[src/pkg/ppi_consts.vh]
/*
 * constants for the parallel pixel input port: channel layout, swap
 * codes, timing of the pixel clock and buffer depth.
 * assumes inclusion by bare name from core files.
 */
`ifndef PPI_CONSTS_VH
`define PPI_CONSTS_VH

// channel width: bit 9 weighs 128, bit 0 weighs 0.25
`define PPI_CHAN_W 10
`define PPI_INT_BITS 8
`define PPI_FRAC_BITS 2
`define PPI_PIX_W 30
// sync and control word: field, vsync, hsync
`define PPI_CTL_W 3
`define PPI_WORD_W 33
// channel order selects
`define PPI_SWAP_W 3
`define PPI_SWAP_ABC 3'h0
`define PPI_SWAP_ACB 3'h1
`define PPI_SWAP_BAC 3'h2
`define PPI_SWAP_BCA 3'h3
`define PPI_SWAP_CAB 3'h4
`define PPI_SWAP_CBA 3'h5
// source select for shared pins
`define PPI_SRC_W 2
`define PPI_SRC_NONE 2'h0
`define PPI_SRC_ZERO 2'h1
`define PPI_SRC_ONE 2'h2
`define PPI_SRC_RST 2'h1
// clock and link timing, ns
`define PPI_CLK_NS 100
`define PPI_LINK_NS 800
`define PPI_SYNC_STAGES 2
`define PPI_BUF_DEPTH 2

`endif

[src/core/ppi_skid_buf.v]
/*
 * two-entry buffer with valid/ready on both sides.
 * assumes one clock, asynchronous active-high reset.
 */
`timescale 1ns/1ps
`include "ppi_consts.vh"

module ppi_skid_buf #(
    parameter W = `PPI_WORD_W
) (
    input wire clk,
    input wire sys_rst,
    input wire in_valid,
    output wire in_ready,
    input wire [W-1:0] in_data,
    output wire out_valid,
    input wire out_ready,
    output wire [W-1:0] out_data
);

reg [W-1:0] mem_r [0:1];
reg wr_ptr_r;
reg rd_ptr_r;
reg [1:0] count_r;
wire push;
wire pop;

assign in_ready = (count_r != 2'h2);
assign out_valid = (count_r != 2'h0);
assign out_data = mem_r[rd_ptr_r];
assign push = in_valid && in_ready;
assign pop = out_valid && out_ready;

////////////////////////////////////////////////////////////////////////
always @(posedge clk) begin
    if (push) begin
        mem_r[wr_ptr_r] <= in_data;
    end
end

always @(posedge clk or posedge sys_rst) begin
    if (sys_rst) begin
        wr_ptr_r <= 1'b0;
        rd_ptr_r <= 1'b0;
        count_r <= 2'h0;
    end else begin
        if (push) begin
            wr_ptr_r <= ~wr_ptr_r;
        end
        if (pop) begin
            rd_ptr_r <= ~rd_ptr_r;
        end
        case ({push, pop})
            2'b10: count_r <= count_r + 2'h1;
            2'b01: count_r <= count_r - 2'h1;
            default: count_r <= count_r;
        endcase
    end
end

endmodule // ppi_skid_buf

[src/core/ppi_port.v]
/*
 * parallel pixel input port: samples three 10-bit channels and syncs
 * on rising edges of pixel clock a, reorders channels, buffers words.
 * assumes pix_clk_a well below clk/2 (800 ns vs 100 ns in the bench);
 * all pin inputs are asynchronous to clk.
 */
`timescale 1ns/1ps
`include "ppi_consts.vh"

// Functional notes
// RL1 - Vertical and horizontal sync are sampled on pixel clock a edges.
// RL2 - The source drives field sync only for interlaced video.
// RL3 - Each channel is ten bits weighted 128 down to 0.25.
// RL4 - All three channels are sampled on pixel clock a only.
// RL5 - Narrow sources are justified to the top, low bits zero.
// RL6 - An eight or ten bit serial-style source sits at the top of a channel.
// RL7 - The three channels can be reordered internally in any order.
// RL8 - A select drives enables that tri-state the unused shared source.
// RL9 - Only samples with data enable high are passed as pixels.
module ppi_port (
    input wire clk,
    input wire sys_rst,
    input wire pix_clk_a,
    input wire pix_clk_b,
    input wire pix_clk_c,
    input wire vert_sync_in,
    input wire horiz_sync_in,
    input wire pixel_valid_in,
    input wire interlace_field_in,
    input wire [`PPI_CHAN_W-1:0] chan_first_in,
    input wire [`PPI_CHAN_W-1:0] chan_second_in,
    input wire [`PPI_CHAN_W-1:0] chan_third_in,
    input wire [`PPI_SWAP_W-1:0] chan_order_sel,
    input wire interlaced_mode,
    input wire [`PPI_SRC_W-1:0] source_sel,
    output reg src0_output_en_n,
    output reg src1_output_en_n,
    output wire pix_out_valid,
    input wire pix_out_ready,
    output wire [`PPI_CHAN_W-1:0] pix_out_first,
    output wire [`PPI_CHAN_W-1:0] pix_out_second,
    output wire [`PPI_CHAN_W-1:0] pix_out_third,
    output wire vert_sync_out,
    output wire horiz_sync_out,
    output wire field_out,
    output reg ctl_valid,
    output reg overrun
);

localparam SW = `PPI_PIX_W + `PPI_CTL_W + 1;

reg [SW-1:0] meta_r;
reg [SW-1:0] sync_r;
reg clk_meta_r;
reg clk_sync_r;
reg clk_prev_r;
wire [SW-1:0] raw;
wire clk_rise;
wire [`PPI_CHAN_W-1:0] s_a;
wire [`PPI_CHAN_W-1:0] s_b;
wire [`PPI_CHAN_W-1:0] s_c;
reg [`PPI_CHAN_W-1:0] o_a;
reg [`PPI_CHAN_W-1:0] o_b;
reg [`PPI_CHAN_W-1:0] o_c;
reg [`PPI_WORD_W-1:0] word_r;
reg word_valid_r;
reg [`PPI_CTL_W-1:0] ctl_r;
reg [`PPI_WORD_W-1:0] word_nxt;
reg word_valid_nxt;
reg [`PPI_CTL_W-1:0] ctl_nxt;
reg overrun_nxt;
reg src0_output_en_n_nxt;
reg src1_output_en_n_nxt;
wire field_seen;
wire take_pixel;
wire stage_stuck;
wire buf_in_ready;
wire [`PPI_WORD_W-1:0] buf_out;

////////////////////////////////////////////////////////////////////////
// two-stage synchronisers; clocks b and c are unused by sampling
assign raw = {pixel_valid_in, interlace_field_in, vert_sync_in,
              horiz_sync_in, chan_first_in, chan_second_in,
              chan_third_in};

always @(posedge clk or posedge sys_rst) begin
    if (sys_rst) begin
        meta_r <= {SW{1'b0}};
        sync_r <= {SW{1'b0}};
    end else begin
        meta_r <= raw;
        sync_r <= meta_r;
    end
end

// pixel clock a: two stages, then one more for edge finding
always @(posedge clk or posedge sys_rst) begin
    if (sys_rst) begin
        clk_meta_r <= 1'b0;
        clk_sync_r <= 1'b0;
        clk_prev_r <= 1'b0;
    end else begin
        clk_meta_r <= pix_clk_a; // RL4
        clk_sync_r <= clk_meta_r;
        clk_prev_r <= clk_sync_r;
    end
end

// data lags the clock edge by the same two stages, so sync_r holds the
// value present at the pixel clock a rising edge
assign clk_rise = clk_sync_r && !clk_prev_r; // RL1 RL4

// channels kept as 8.2 fixed point, no rescaling of narrow sources
assign s_a = sync_r[3*`PPI_CHAN_W-1:2*`PPI_CHAN_W]; // RL3 RL5 RL6
assign s_b = sync_r[2*`PPI_CHAN_W-1:`PPI_CHAN_W];
assign s_c = sync_r[`PPI_CHAN_W-1:0];

////////////////////////////////////////////////////////////////////////
// channel reorder
always @* begin
    case (chan_order_sel) // RL7
        `PPI_SWAP_ACB: begin o_a = s_a; o_b = s_c; o_c = s_b; end
        `PPI_SWAP_BAC: begin o_a = s_b; o_b = s_a; o_c = s_c; end
        `PPI_SWAP_BCA: begin o_a = s_b; o_b = s_c; o_c = s_a; end
        `PPI_SWAP_CAB: begin o_a = s_c; o_b = s_a; o_c = s_b; end
        `PPI_SWAP_CBA: begin o_a = s_c; o_b = s_b; o_c = s_a; end
        default: begin o_a = s_a; o_b = s_b; o_c = s_c; end
    endcase
end

////////////////////////////////////////////////////////////////////////
// capture: sync state always tracked, pixels only with data enable
// field ignored for progressive sources
assign field_seen = interlaced_mode && sync_r[SW-2]; // RL2
assign take_pixel = clk_rise && sync_r[SW-1]; // RL9
assign stage_stuck = word_valid_r && !buf_in_ready;

always @* begin
    ctl_nxt = ctl_r;
    word_nxt = word_r;
    word_valid_nxt = word_valid_r;
    overrun_nxt = overrun;
    if (clk_rise) begin
        ctl_nxt = {field_seen, sync_r[SW-3], sync_r[SW-4]}; // RL1 RL2
    end
    if (word_valid_r && buf_in_ready) begin
        word_valid_nxt = 1'b0;
    end
    if (take_pixel) begin // RL9
        // a pending word that could not move on is overwritten
        word_nxt = {field_seen, sync_r[SW-3], sync_r[SW-4], o_a, o_b, o_c};
        word_valid_nxt = 1'b1;
        overrun_nxt = overrun || stage_stuck;
    end
end

always @(posedge clk or posedge sys_rst) begin
    if (sys_rst) begin
        word_r <= {`PPI_WORD_W{1'b0}};
        word_valid_r <= 1'b0;
        ctl_r <= {`PPI_CTL_W{1'b0}};
        ctl_valid <= 1'b0;
        overrun <= 1'b0;
    end else begin
        word_r <= word_nxt;
        word_valid_r <= word_valid_nxt;
        ctl_r <= ctl_nxt;
        ctl_valid <= clk_rise;
        overrun <= overrun_nxt;
    end
end

assign vert_sync_out = ctl_r[1];
assign horiz_sync_out = ctl_r[0];
assign field_out = ctl_r[2];

ppi_skid_buf #(
    .W(`PPI_WORD_W)
) u_buf (
    .clk(clk),
    .sys_rst(sys_rst),
    .in_valid(word_valid_r),
    .in_ready(buf_in_ready),
    .in_data(word_r),
    .out_valid(pix_out_valid),
    .out_ready(pix_out_ready),
    .out_data(buf_out)
);

assign pix_out_first = buf_out[3*`PPI_CHAN_W-1:2*`PPI_CHAN_W];
assign pix_out_second = buf_out[2*`PPI_CHAN_W-1:`PPI_CHAN_W];
assign pix_out_third = buf_out[`PPI_CHAN_W-1:0];

////////////////////////////////////////////////////////////////////////
// shared-pin source control, enables active low
// at most one source enabled; unknown codes float both
always @* begin
    src0_output_en_n_nxt = 1'b1;
    src1_output_en_n_nxt = 1'b1;
    case (source_sel) // RL8
        `PPI_SRC_ZERO: src0_output_en_n_nxt = 1'b0;
        `PPI_SRC_ONE: src1_output_en_n_nxt = 1'b0;
        default: begin
            src0_output_en_n_nxt = 1'b1;
            src1_output_en_n_nxt = 1'b1;
        end
    endcase
end

always @(posedge clk or posedge sys_rst) begin
    if (sys_rst) begin
        src0_output_en_n <= 1'b1;
        src1_output_en_n <= 1'b1;
    end else begin
        src0_output_en_n <= src0_output_en_n_nxt; // RL8
        src1_output_en_n <= src1_output_en_n_nxt; // RL8
    end
end

endmodule // ppi_port

[config.mk]
export PLATFORM = sky130hd
export DESIGN_NAME = ppi_port
export DESIGN_NICKNAME = d
export VERILOG_FILES = /design/src/core/ppi_skid_buf.v /design/src/core/ppi_port.v
export VERILOG_INCLUDE_DIRS = /design/src /design/src/pkg
export SDC_FILE = /design/constraint.sdc
export NUM_CORES = 1
export LEC_CHECK = 0
export BUFFER_PORTS_ARGS = -buffer_cell sky130_fd_sc_hd__buf_4
export CAP_MARGIN = 15
export CORE_ASPECT_RATIO = 0.9
export CORE_MARGIN = 3
export CORE_UTILIZATION = 40
export CTS_CLUSTER_SIZE = 10
export DETAILED_ROUTE_END_ITERATION = 10
export SLEW_MARGIN = 0
export SYNTH_ARGS = -nofsm -noshare
export SYNTH_HDL_FRONTEND = slang
export SYNTH_HIERARCHICAL = 1
export SYNTH_SLANG_ARGS = --single-unit
[constraint.sdc]
create_clock -name clk -period 3 [get_ports clk]
set_clock_uncertainty 0.15 [all_clocks]
set_input_delay 0.15 -clock clk [delete_from_list [all_inputs] [get_ports clk]]
set_output_delay 0.15 -clock clk [all_outputs]
set_load 0.02 [all_outputs]
==> results of run 1 <==
path summary, 6_finish.rpt:
check                                from           endpoint  cells past startpoint
min in group clk               meta_r[22]         sync_r[22]                      0
min                               sys_rst     u_buf/rd_ptr_r                      3
max                        u_buf/rd_ptr_r  pix_out_second[4]                      3
max reg2reg                    clk_sync_r         word_r[22]                      6
max in group asynchronous         sys_rst         word_r[28]                      4
min reg2reg                    meta_r[22]         sync_r[22]                      0
cell type report:
cell class | count | area [sq um]
clock buffers | 26 | 557
clock inverters | 6 | 67.6
fillers | 1467 | 8290
inverters | 15 | 61.3
multi-input cells | 254 | 2020
flip-flops and latches | 173 | 4630
well taps | 235 | 294
repair buffers | 129 | 1080
worst reg2reg max path, stage by stage, from the launching register on:
cell and delay [ps]:
dfrtp_1 410, nand2b_4 110, clkinv_2 80, nand2_2 370
buf_4 350, a211oi_1 100, a21o_1 180
layout by cell type (no fill, tap or decap), types with 19 or more instances in the layout:
cell type,instances
o22ai_1,20
clkbuf_16,19
mux2i_1,20
dfrtp_1,111
mux2_2,28
nand2_1,30
dlygate4sd3_1,41
buf_4,87
a211oi_1,30
edfxtp_1,60
power breakdown:
group	switching (mW)	internal (mW)
clock	0.866	1.37
sequential	0.193	2.76
combinational	0.656	0.622
layer usage:
layer	vias up	share of wire, %
met5	-	0
met4	0	1.8
met3	16	5.1
met2	112	47
met1	1998	46
li1	1960	-
sequential cells by signal, indices dropped and copies added (netlist names), 2 cells and up:
| signal | count |
|---|---|
| u_buf/mem_r | 60 |
| meta_r | 34 |
| u_buf/count_r | 2 |
| word_r | 30 |
| sync_r | 34 |
| ctl_r | 3 |
through the flow:
stage | hold WS [ps] | area [sq um] | std cells | total power [mW] | utilization [%]
floorplan | -234 | 7010 | 473 | 3.84 | -
global placement | -83.3 | 7680 | 765 | 4.23 | 45.2
detailed placement | -77.6 | 7680 | 765 | 4.26 | 45.2
CTS | 16.0 | 8720 | 838 | 6.57 | 51.3
global route | 71.7 | 8720 | 838 | 6.78 | 51.3
finish | 60.7 | 8720 | 838 | 6.46 | 51.3
repair_timing:
action,4_1_cts,5_1_grt
hold buffers,41,0
endpoints found under the hold margin,150,0
setup endpoints to repair,0,0
==> key figures, run 1 <==
Critical path
  – CP Max Fanout: 21
  – Crit-path leading delay family: flip-flops
  – FF-to-FF setup slack: 1140 ps
  – CP Data Arrival Time: around 2000 ps
  – Slowest cell on the critical path: dfrtp_1
  – Kind of critical path: reg2out
  – Worst Setup End Kind: output pin
  – Highest cell delay on the worst timing path: between 600 and 700 ps
  – Most frequent CP cell: buf_4
  – Worst path buffer plus inverter count: 2
  – Critical path required time: 2700 ps
  – Crit-path cells: buf_4 -> mux2_2 -> buf_4
  – Startpoint Class: register

Floorplanning
  – DIE WIDTH: 145 microns
  – Die area: 19,100 sq um
  – Ports: 84
  – Core Area: 17,000 sq um
  – Chip height: 132 microns
  – FP Rows: 45
  – Starting density of the core: about two fifths

Timing
  – Final Hold Vio Count: 0
  – Setup_tns: 0 ps
  – Rel. slew slack: 48.3%
  – Worst Max-Slew Pin Slew: between 700 and 800 ps
  – Crit share post-route: roughly three quarters
  – Setup ws final: 700 ps
  – Setup violators final: 0
  – Fmax: 435 MHz
  – RSZ-0062 raised after global routing: false
  – Min Tclk post-route: roughly 2300 ps
  – Final Max Slew Viols: 0

Clock network
  – H-Tree Level Count: 4
  – Post-CTS Setup Inserts: 0
  – Clock Path Buffers: 2
  – TritonCTS clock tree: yes
  – Clock Tree Root: clkbuf_16
  – Clk sinks: 173
  – Reg clk slew, reported paths: around 60 ps
  – Num CTS Buffers: 17
  – Worst-Skew Late Latency: between 400 and 500 ps
  – Cts repair resizes: 0

Routing
  – Post-route DRC violation count: 0
  – Post-route ant nets: 0
  – Vias: 4,086
  – Wire per inst: around 16 microns
  – Total wire length: about 13,000 microns
  – Via-to-Cell Ratio: about 4.9
  – Initial DRT Pass Iterations: 4
  – DR iter-0 viols: ~230

Place
  – Port bufs: slightly above 80
  – HPWL Detailed: 8440 microns
  – GP Congestion: approximately 0.80
  – Pre-CTS setup slack: 904 ps

Global routing
  – GR peak layer: met2
  – Met2 Use GR: a little under a quarter
  – First-pass GRT wire length: approximately 22,000 microns
  – Total grt overflow: 0
  – Initial antenna violation count: 0
  – Vias in the first global route: ~4,200
  – Met3 Usage GRT: under 10%
  – Largest net degree at the start of global routing: between 100 and 150
  – Met1 Use GR: a little under 20%
  – GRT Resource Usage Total: between 10% and 20%

Synthesis
  – Mapped Cells: between 400 and 500
  – Syn avg cell area: around 15 sq um
  – Synth warn: 6
  – Syn Nets: 520
  – Synthesized cell area: roughly 7000 sq um

Power
  – Peak supply drop: 411 uV
  – P_leak: 3.65 nW
  – Pwr per Cell Area: 742 nW/um^2

Layout
  – Nets: 637
  – Synth-to-layout area growth: 24.5%
  – Layout cells sized above 1: 33.2%
  – Number of inserted diodes: 0

Run status
  – Status: finished clean

Run
  – Max-cap violations: 0

Worst hold path
  – Worst Hold Class: in2async
Power figures use the tool's default switching activity.
==> run 2, diff against run 1 <==
ABC_AREA = 1   (was not set)
clock period = 2.12 ns   (was 3 ns; I/O delays follow)
==> run 2 against run 1 <==
  * Core utilization is 2.6 points higher
  * Wire length is 1.1% lower
  * Critical endpoint is now pix_out_first[4]
  * Sequential power is 39% higher
==> key figures, run 2 <==
Run status
  – Status: finished clean

Routing
  – Vias: roughly 4,300
  – Total wire length: 13,200 microns
  – Post-route ant nets: 0
  – DR iter-0 viols: about 170
  – Initial DRT Pass Iterations: 5
  – Wire per inst: around 14 microns
  – Via-to-Cell Ratio: 4.48
  – Post-route DRC violation count: 0

Power
  – Net Switching: 2.56 mW
  – Pwr per Cell Area: about 1100 nW/um^2
  – Clock power share: approximately a third
  – Pint: 6.62 mW
  – Comb power frac: a little over a fifth
  – Peak supply drop: roughly 1000 uV
  – Switching share of power: about 28%
  – P_leak: around 4.0 nW
  – Share of power burned in registers: around 45%

Synthesis
  – Synthesized cell area: about 6600 sq um
  – Synth warn: 6
  – Mapped Cells: ~600
  – Syn Nets: 646
  – Syn avg cell area: around 11 sq um

Floorplanning
  – FP Rows: between 40 and 50
  – DIE WIDTH: between 100 and 150 microns
  – Ports: between 80 and 90
  – Starting density of the core: between 40% and 50%
  – Die area: approximately 18,000 sq um
  – Core Area: ~16,000 sq um
  – Chip height: 128 microns

Critical path
  – CP startpoint: u_buf/rd_ptr_r
  – FF-to-FF End: u_buf/mem_r[1][3]
  – Startpoint Class: register
  – Worst Setup End Kind: output pin
  – Critical path required time: 1860 ps
  – Reg2reg start: u_buf/count_r[0]
  – FF-to-FF setup slack: ~420 ps
  – R2R cell count: 5
  – CP Max Fanout: slightly above 60
  – CP Data Arrival Time: about 1500 ps
  – Kind of critical path: reg2out
  – Setup crit end: pix_out_first[4]

Place
  – GP Congestion: between 0.8 and 0.9
  – HPWL Detailed: a little under 9000 microns
  – Port bufs: between 80 and 90

Layout
  – Synth-to-layout area growth: 29.2%
  – Most common cell after layout, fill and taps aside: nand2_1
  – Max FFs per register: 60
  – Most frequent cells in the layout: nand2_1 (113), dfrtp_1 (111), inv_1 (89)
  – Number of inserted diodes: 0
  – Largest reg by FF count: u_buf/mem_r
  – Nets: 780
  – Layout cells sized above 1: ~22%
  – Layout fillers: roughly 1,400
  – Top Registers: u_buf/mem_r: 60 flops, meta_r: 34 flops, sync_r: 34 flops

Global routing
  – Vias in the first global route: between 4,000 and 5,000
  – Total grt overflow: 0
  – Initial antenna violation count: 0
  – Largest net degree at the start of global routing: 63
  – GRT Resource Usage Total: 15.7%
  – First-pass GRT wire length: between 20,000 and 25,000 microns

Timing
  – Rel. slew slack: between 60% and 70%
  – Crit share post-route: roughly 83%
  – Setup violators final: 0
  – Final Max Slew Viols: 0
  – RSZ-0062 raised after global routing: false
  – Fmax: between 500 and 600 MHz
  – Worst Max-Slew Pin Slew: a little over 500 ps
  – Final Hold Vio Count: 0
  – Hold slack: around 17 ps
  – Min Tclk post-route: between 1500 and 2000 ps
  – Setup_tns: 0 ps

Clock network
  – Cts repair resizes: 0
  – Clock Tree Root: clkbuf_16
  – Reg clk slew, reported paths: about 60 ps
  – Clk sinks: between 150 and 200
  – Worst-Skew Late Latency: about 420 ps
  – TritonCTS clock tree: yes
  – H-Tree Level Count: 4
  – Num CTS Buffers: 17
  – Clock Path Buffers: 2

Run
  – Max-cap violations: 0

Worst hold path
  – Worst Hold Class: in2reg
## run 2: routing by layer
layer	track usage, %	part of all wire, %	vias up
met5	0	0	-
met4	5.75	1.5	0
met3	4.64	5.0	15
met2	25.0	47	98
met1	20.6	46	1986
li1	-	-	2152
## run 2: cell type report
cell class	count	area (sq um)	share of cell area [%]
repair buffers	135	1170	13.8
inverters	94	357	4.20
well taps	202	253	2.98
clock buffers	25	517	6.09
flip-flops and latches	173	4630	54.6
clock inverters	7	100	1.18
multi-input cells	312	1460	17.2
## run 2: power groups by stage
| stage | Combinational, mW | Clock, mW | Sequential [mW] |
|---|---|---|---|
| 2_1_floorplan | 1.20 | 0 | 4.10 |
| 3_3_place_gp | 1.89 | 0 | 4.13 |
| 3_5_place_dp | 1.92 | 0 | 4.16 |
| 4_1_cts | 1.98 | 3.22 | 4.09 |
| 5_1_grt | 2.16 | 3.38 | 4.13 |
| 6_report | 1.95 | 3.14 | 4.09 |
## run 2: repair_timing
item	in CTS	in global routing
endpoints found under the hold margin	153	0
hold buffers	43	0
buffers inserted	0	0
## run 2: worst min-delay path by stage
stage,slack (ps),end,cells after the start,start
after floorplan,-280,u_buf/count_r[0],1,sys_rst
after global placement,-120,u_buf/wr_ptr_r,2,sys_rst
after detailed placement,-110,u_buf/rd_ptr_r,2,sys_rst
after CTS,2,word_r[0],5,chan_order_sel[0]
after global routing,50,word_r[6],5,chan_order_sel[0]
final,20,word_r[0],5,chan_order_sel[0]
## run 2: metrics by stage
step / total power, mW / setup WS, ps / area, sq um / std cells / util (%)
floorplan: 5.30 / 175 / 6570 / 599 / -
global route: 9.67 / 277 / 8480 / 948 / 53.8
detailed placement: 6.07 / 410 / 7440 / 873 / 47.2
finish: 9.18 / 366 / 8480 / 948 / 53.8
CTS: 9.30 / 312 / 8480 / 948 / 53.8
global placement: 6.02 / 507 / 7440 / 873 / 47.2
## run 2: critical path: stages, from the launching register on
cell	delay (ps)
dfrtp_1	400
buf_12	190
o21ai_0	280
buf_4	200
==> run 3, diff against run 2 <==
ABC_AREA = 0   (was 1)
clock period = 1.4 ns   (was 2.12 ns; I/O delays follow)
==> run 3 against run 2 <==
  * The flow now finishes with violations (negative setup slack)
  * Sequential share of layout area down 7.2 points
  * Setup slack got worse by 730 ps
  * Sequential power grew 54%
  * Die area up 6.3%
  * Non-clock buffer count is 50 higher
  * Power grew 61%
  * Count of clock-buffer cells in the layout decreased by 1
  * Critical path type unchanged
  * Critical endpoint is now pix_out_third[7]
  * Largest cell class unchanged
==> key figures, run 3 (synthesized netlist as in run 1, its figures left out) <==
Clock network
  – Clk sinks: around 170
  – Clock Tree Root: clkbuf_16
  – Num CTS Buffers: 17
  – H-Tree Level Count: 4
  – Reg clk slew, reported paths: 70 ps
  – Clock Path Buffers: 2
  – TritonCTS clock tree: yes
  – Worst-Skew Late Latency: roughly 430 ps

Global routing
  – Largest net degree at the start of global routing: just under 70
  – Total grt overflow: 0
  – Vias in the first global route: 4,447
  – GRT Resource Usage Total: between 10% and 20%
  – First-pass GRT wire length: about 24,000 microns
  – Initial antenna violation count: 0

Place
  – DP Area: 8010 sq um
  – Post-Place Cells: 789
  – Port bufs: 81
  – HPWL Detailed: 9130 microns
  – GP Congestion: 0.822
  – Pre-CTS setup slack: -188 ps

Timing
  – Final Hold Vio Count: 0
  – Worst Max-Slew Pin Slew: 287 ps
  – Rel. slew slack: 80.8%
  – Crit share post-route: 126%
  – Fmax: between 500 and 600 MHz
  – Final Max Slew Viols: 0
  – Min Tclk post-route: 1770 ps
  – Setup ws final: -369 ps
  – RSZ-0062 raised after global routing: true
  – Setup violators final: 94

Run status
  – Status: complete, but fails checks
  – Violated checks: negative setup slack

Power
  – Pwr per Cell Area: about 1500 nW/um^2
  – Peak supply drop: around 900 uV
  – P_leak: slightly above 4 nW

Worst hold path
  – Hold_sp: chan_order_sel[1]
  – WHS Path Cells: 3
  – Worst Hold Class: in2reg
  – Hold EP: word_r[9]

Layout
  – Synth-to-layout area growth: 39.8%
  – Most frequent cells in the layout: dfrtp_1 (104), buf_4 (97), edfxtp_1 (60)
  – Largest reg by FF count: u_buf/mem_r
  – Finished Cell Area: just under 10,000 sq um
  – Most common cell after layout, fill and taps aside: dfrtp_1
  – Non-Filler Instances: between 800 and 900
  – Nets: about 690
  – Top Registers: u_buf/mem_r: 60 flops, meta_r: 34 flops, sync_r: 34 flops
  – Number of inserted diodes: 0
  – Max FFs per register: 60
  – Layout cells sized above 1: between 40% and 50%

Critical path
  – Reg2reg start: u_buf/count_r[0]
  – Kind of critical path: reg2out
  – CP Data Arrival Time: 1550 ps
  – Crit-path leading delay family: flip-flops
  – Critical path required time: 1180 ps
  – Startpoint Class: register
  – CP Max Fanout: 22
  – Worst path buffer plus inverter count: 2
  – FF-to-FF setup slack: -300 ps
  – Crit-path cells: buf_12 -> mux2_2 -> buf_4
  – Worst Setup End Kind: output pin
  – R2R cell count: 7
  – FF-to-FF End: u_buf/mem_r[0][9]
  – Slowest cell on the critical path: dfrtp_1
  – Highest cell delay on the worst timing path: 390 ps

Run
  – Max-cap violations: 0

Routing
  – Met2 WL: approximately 7500 microns
  – Wl on met1: 6880 microns
  – Uppermost routed layer: met4
  – Total wire length: ~15,000 microns
  – Post-route ant nets: 0
  – Wire per inst: 17.2 microns
  – Post-route DRC violation count: 0
  – Met3 Wirelength: 810 microns
  – DR iter-0 viols: ~240
  – Vias: between 4,000 and 5,000
  – Initial DRT Pass Iterations: 4
  – Via-to-Cell Ratio: ~5.0

Floorplanning
  – Core Area: 17,000 sq um
  – Ports: 84
  – Chip height: ~130 microns
  – FP Rows: 45
  – Die area: 19,100 sq um
  – Starting density of the core: about two fifths
  – DIE WIDTH: approximately 150 microns
-- run 3: cell count changes in the layout (fill, tap and decap cells not counted), moves of 25 or more --
cell and change:
o21ai_0 -40, mux2_2 +25, nand2_1 -84, nor2_1 -51, inv_1 -78, nand3_1 -28
-- run 3: worst min-delay path, stage by stage --
cell      delay, ps
buf_4           200
a211oi_1        200
o31ai_1          90
-- run 3: repair_timing --
item,CTS,global route
buffers inserted,9,8
pin swaps,3,4
hold endpoints to repair,153,4
gates cloned,8,7
hold buffers,42,1
setup endpoints to repair,95,215
gates resized for setup,36,40
-- run 3: area by class of cell --
cell class              count  area [sq um]
clock buffers              24           527
clock inverters             8          75.1
fillers                  1366          7220
inverters                  15          62.6
multi-input cells         254          2220
flip-flops and latches    173          4640
well taps                 235           294
repair buffers            185          1970
-- run 3: per-layer routing --
metal | up-vias | track usage [%]
met5 | - | 0
met4 | 0 | 6.38
met3 | 19 | 3.72
met2 | 118 | 25.0
met1 | 2216 | 21.8
li1 | 2087 | -
-- run 3: worst max-delay path by stage --
stage | start | end | slack [ps] | cells past startpoint
6_report | u_buf/rd_ptr_r | pix_out_third[7] | -370 | 3
5_1_grt | u_buf/rd_ptr_r | pix_out_second[9] | -430 | 3
4_1_cts | u_buf/rd_ptr_r | pix_out_first[0] | -400 | 3
3_5_place_dp | u_buf/count_r[1] | u_buf/count_r[1] | -190 | 6
3_3_place_gp | u_buf/count_r[1] | u_buf/count_r[1] | -160 | 6
2_1_floorplan | u_buf/count_r[0] | u_buf/mem_r[0][0] | -230 | 3
-- run 3: stage by stage --
step	utilization, %	TNS (ps)	power [mW]	hold WS [ps]
after floorplan	-	-26940	8.30	-314
after global placement	47.1	-2690	9.38	-171
after detailed placement	47.1	-5340	9.44	-173
after CTS	55.4	-33000	14.8	12.4
after global routing	57.5	-30200	15.5	75.6
final	57.5	-24840	14.8	39.3
-- run 3: where the power goes --
group / internal [mW] / leakage, nW / switching [mW]
logic: 2.07 / 1.95 / 1.76
registers: 5.91 / 1.88 / 0.378
clock network: 2.82 / 0.303 / 1.88
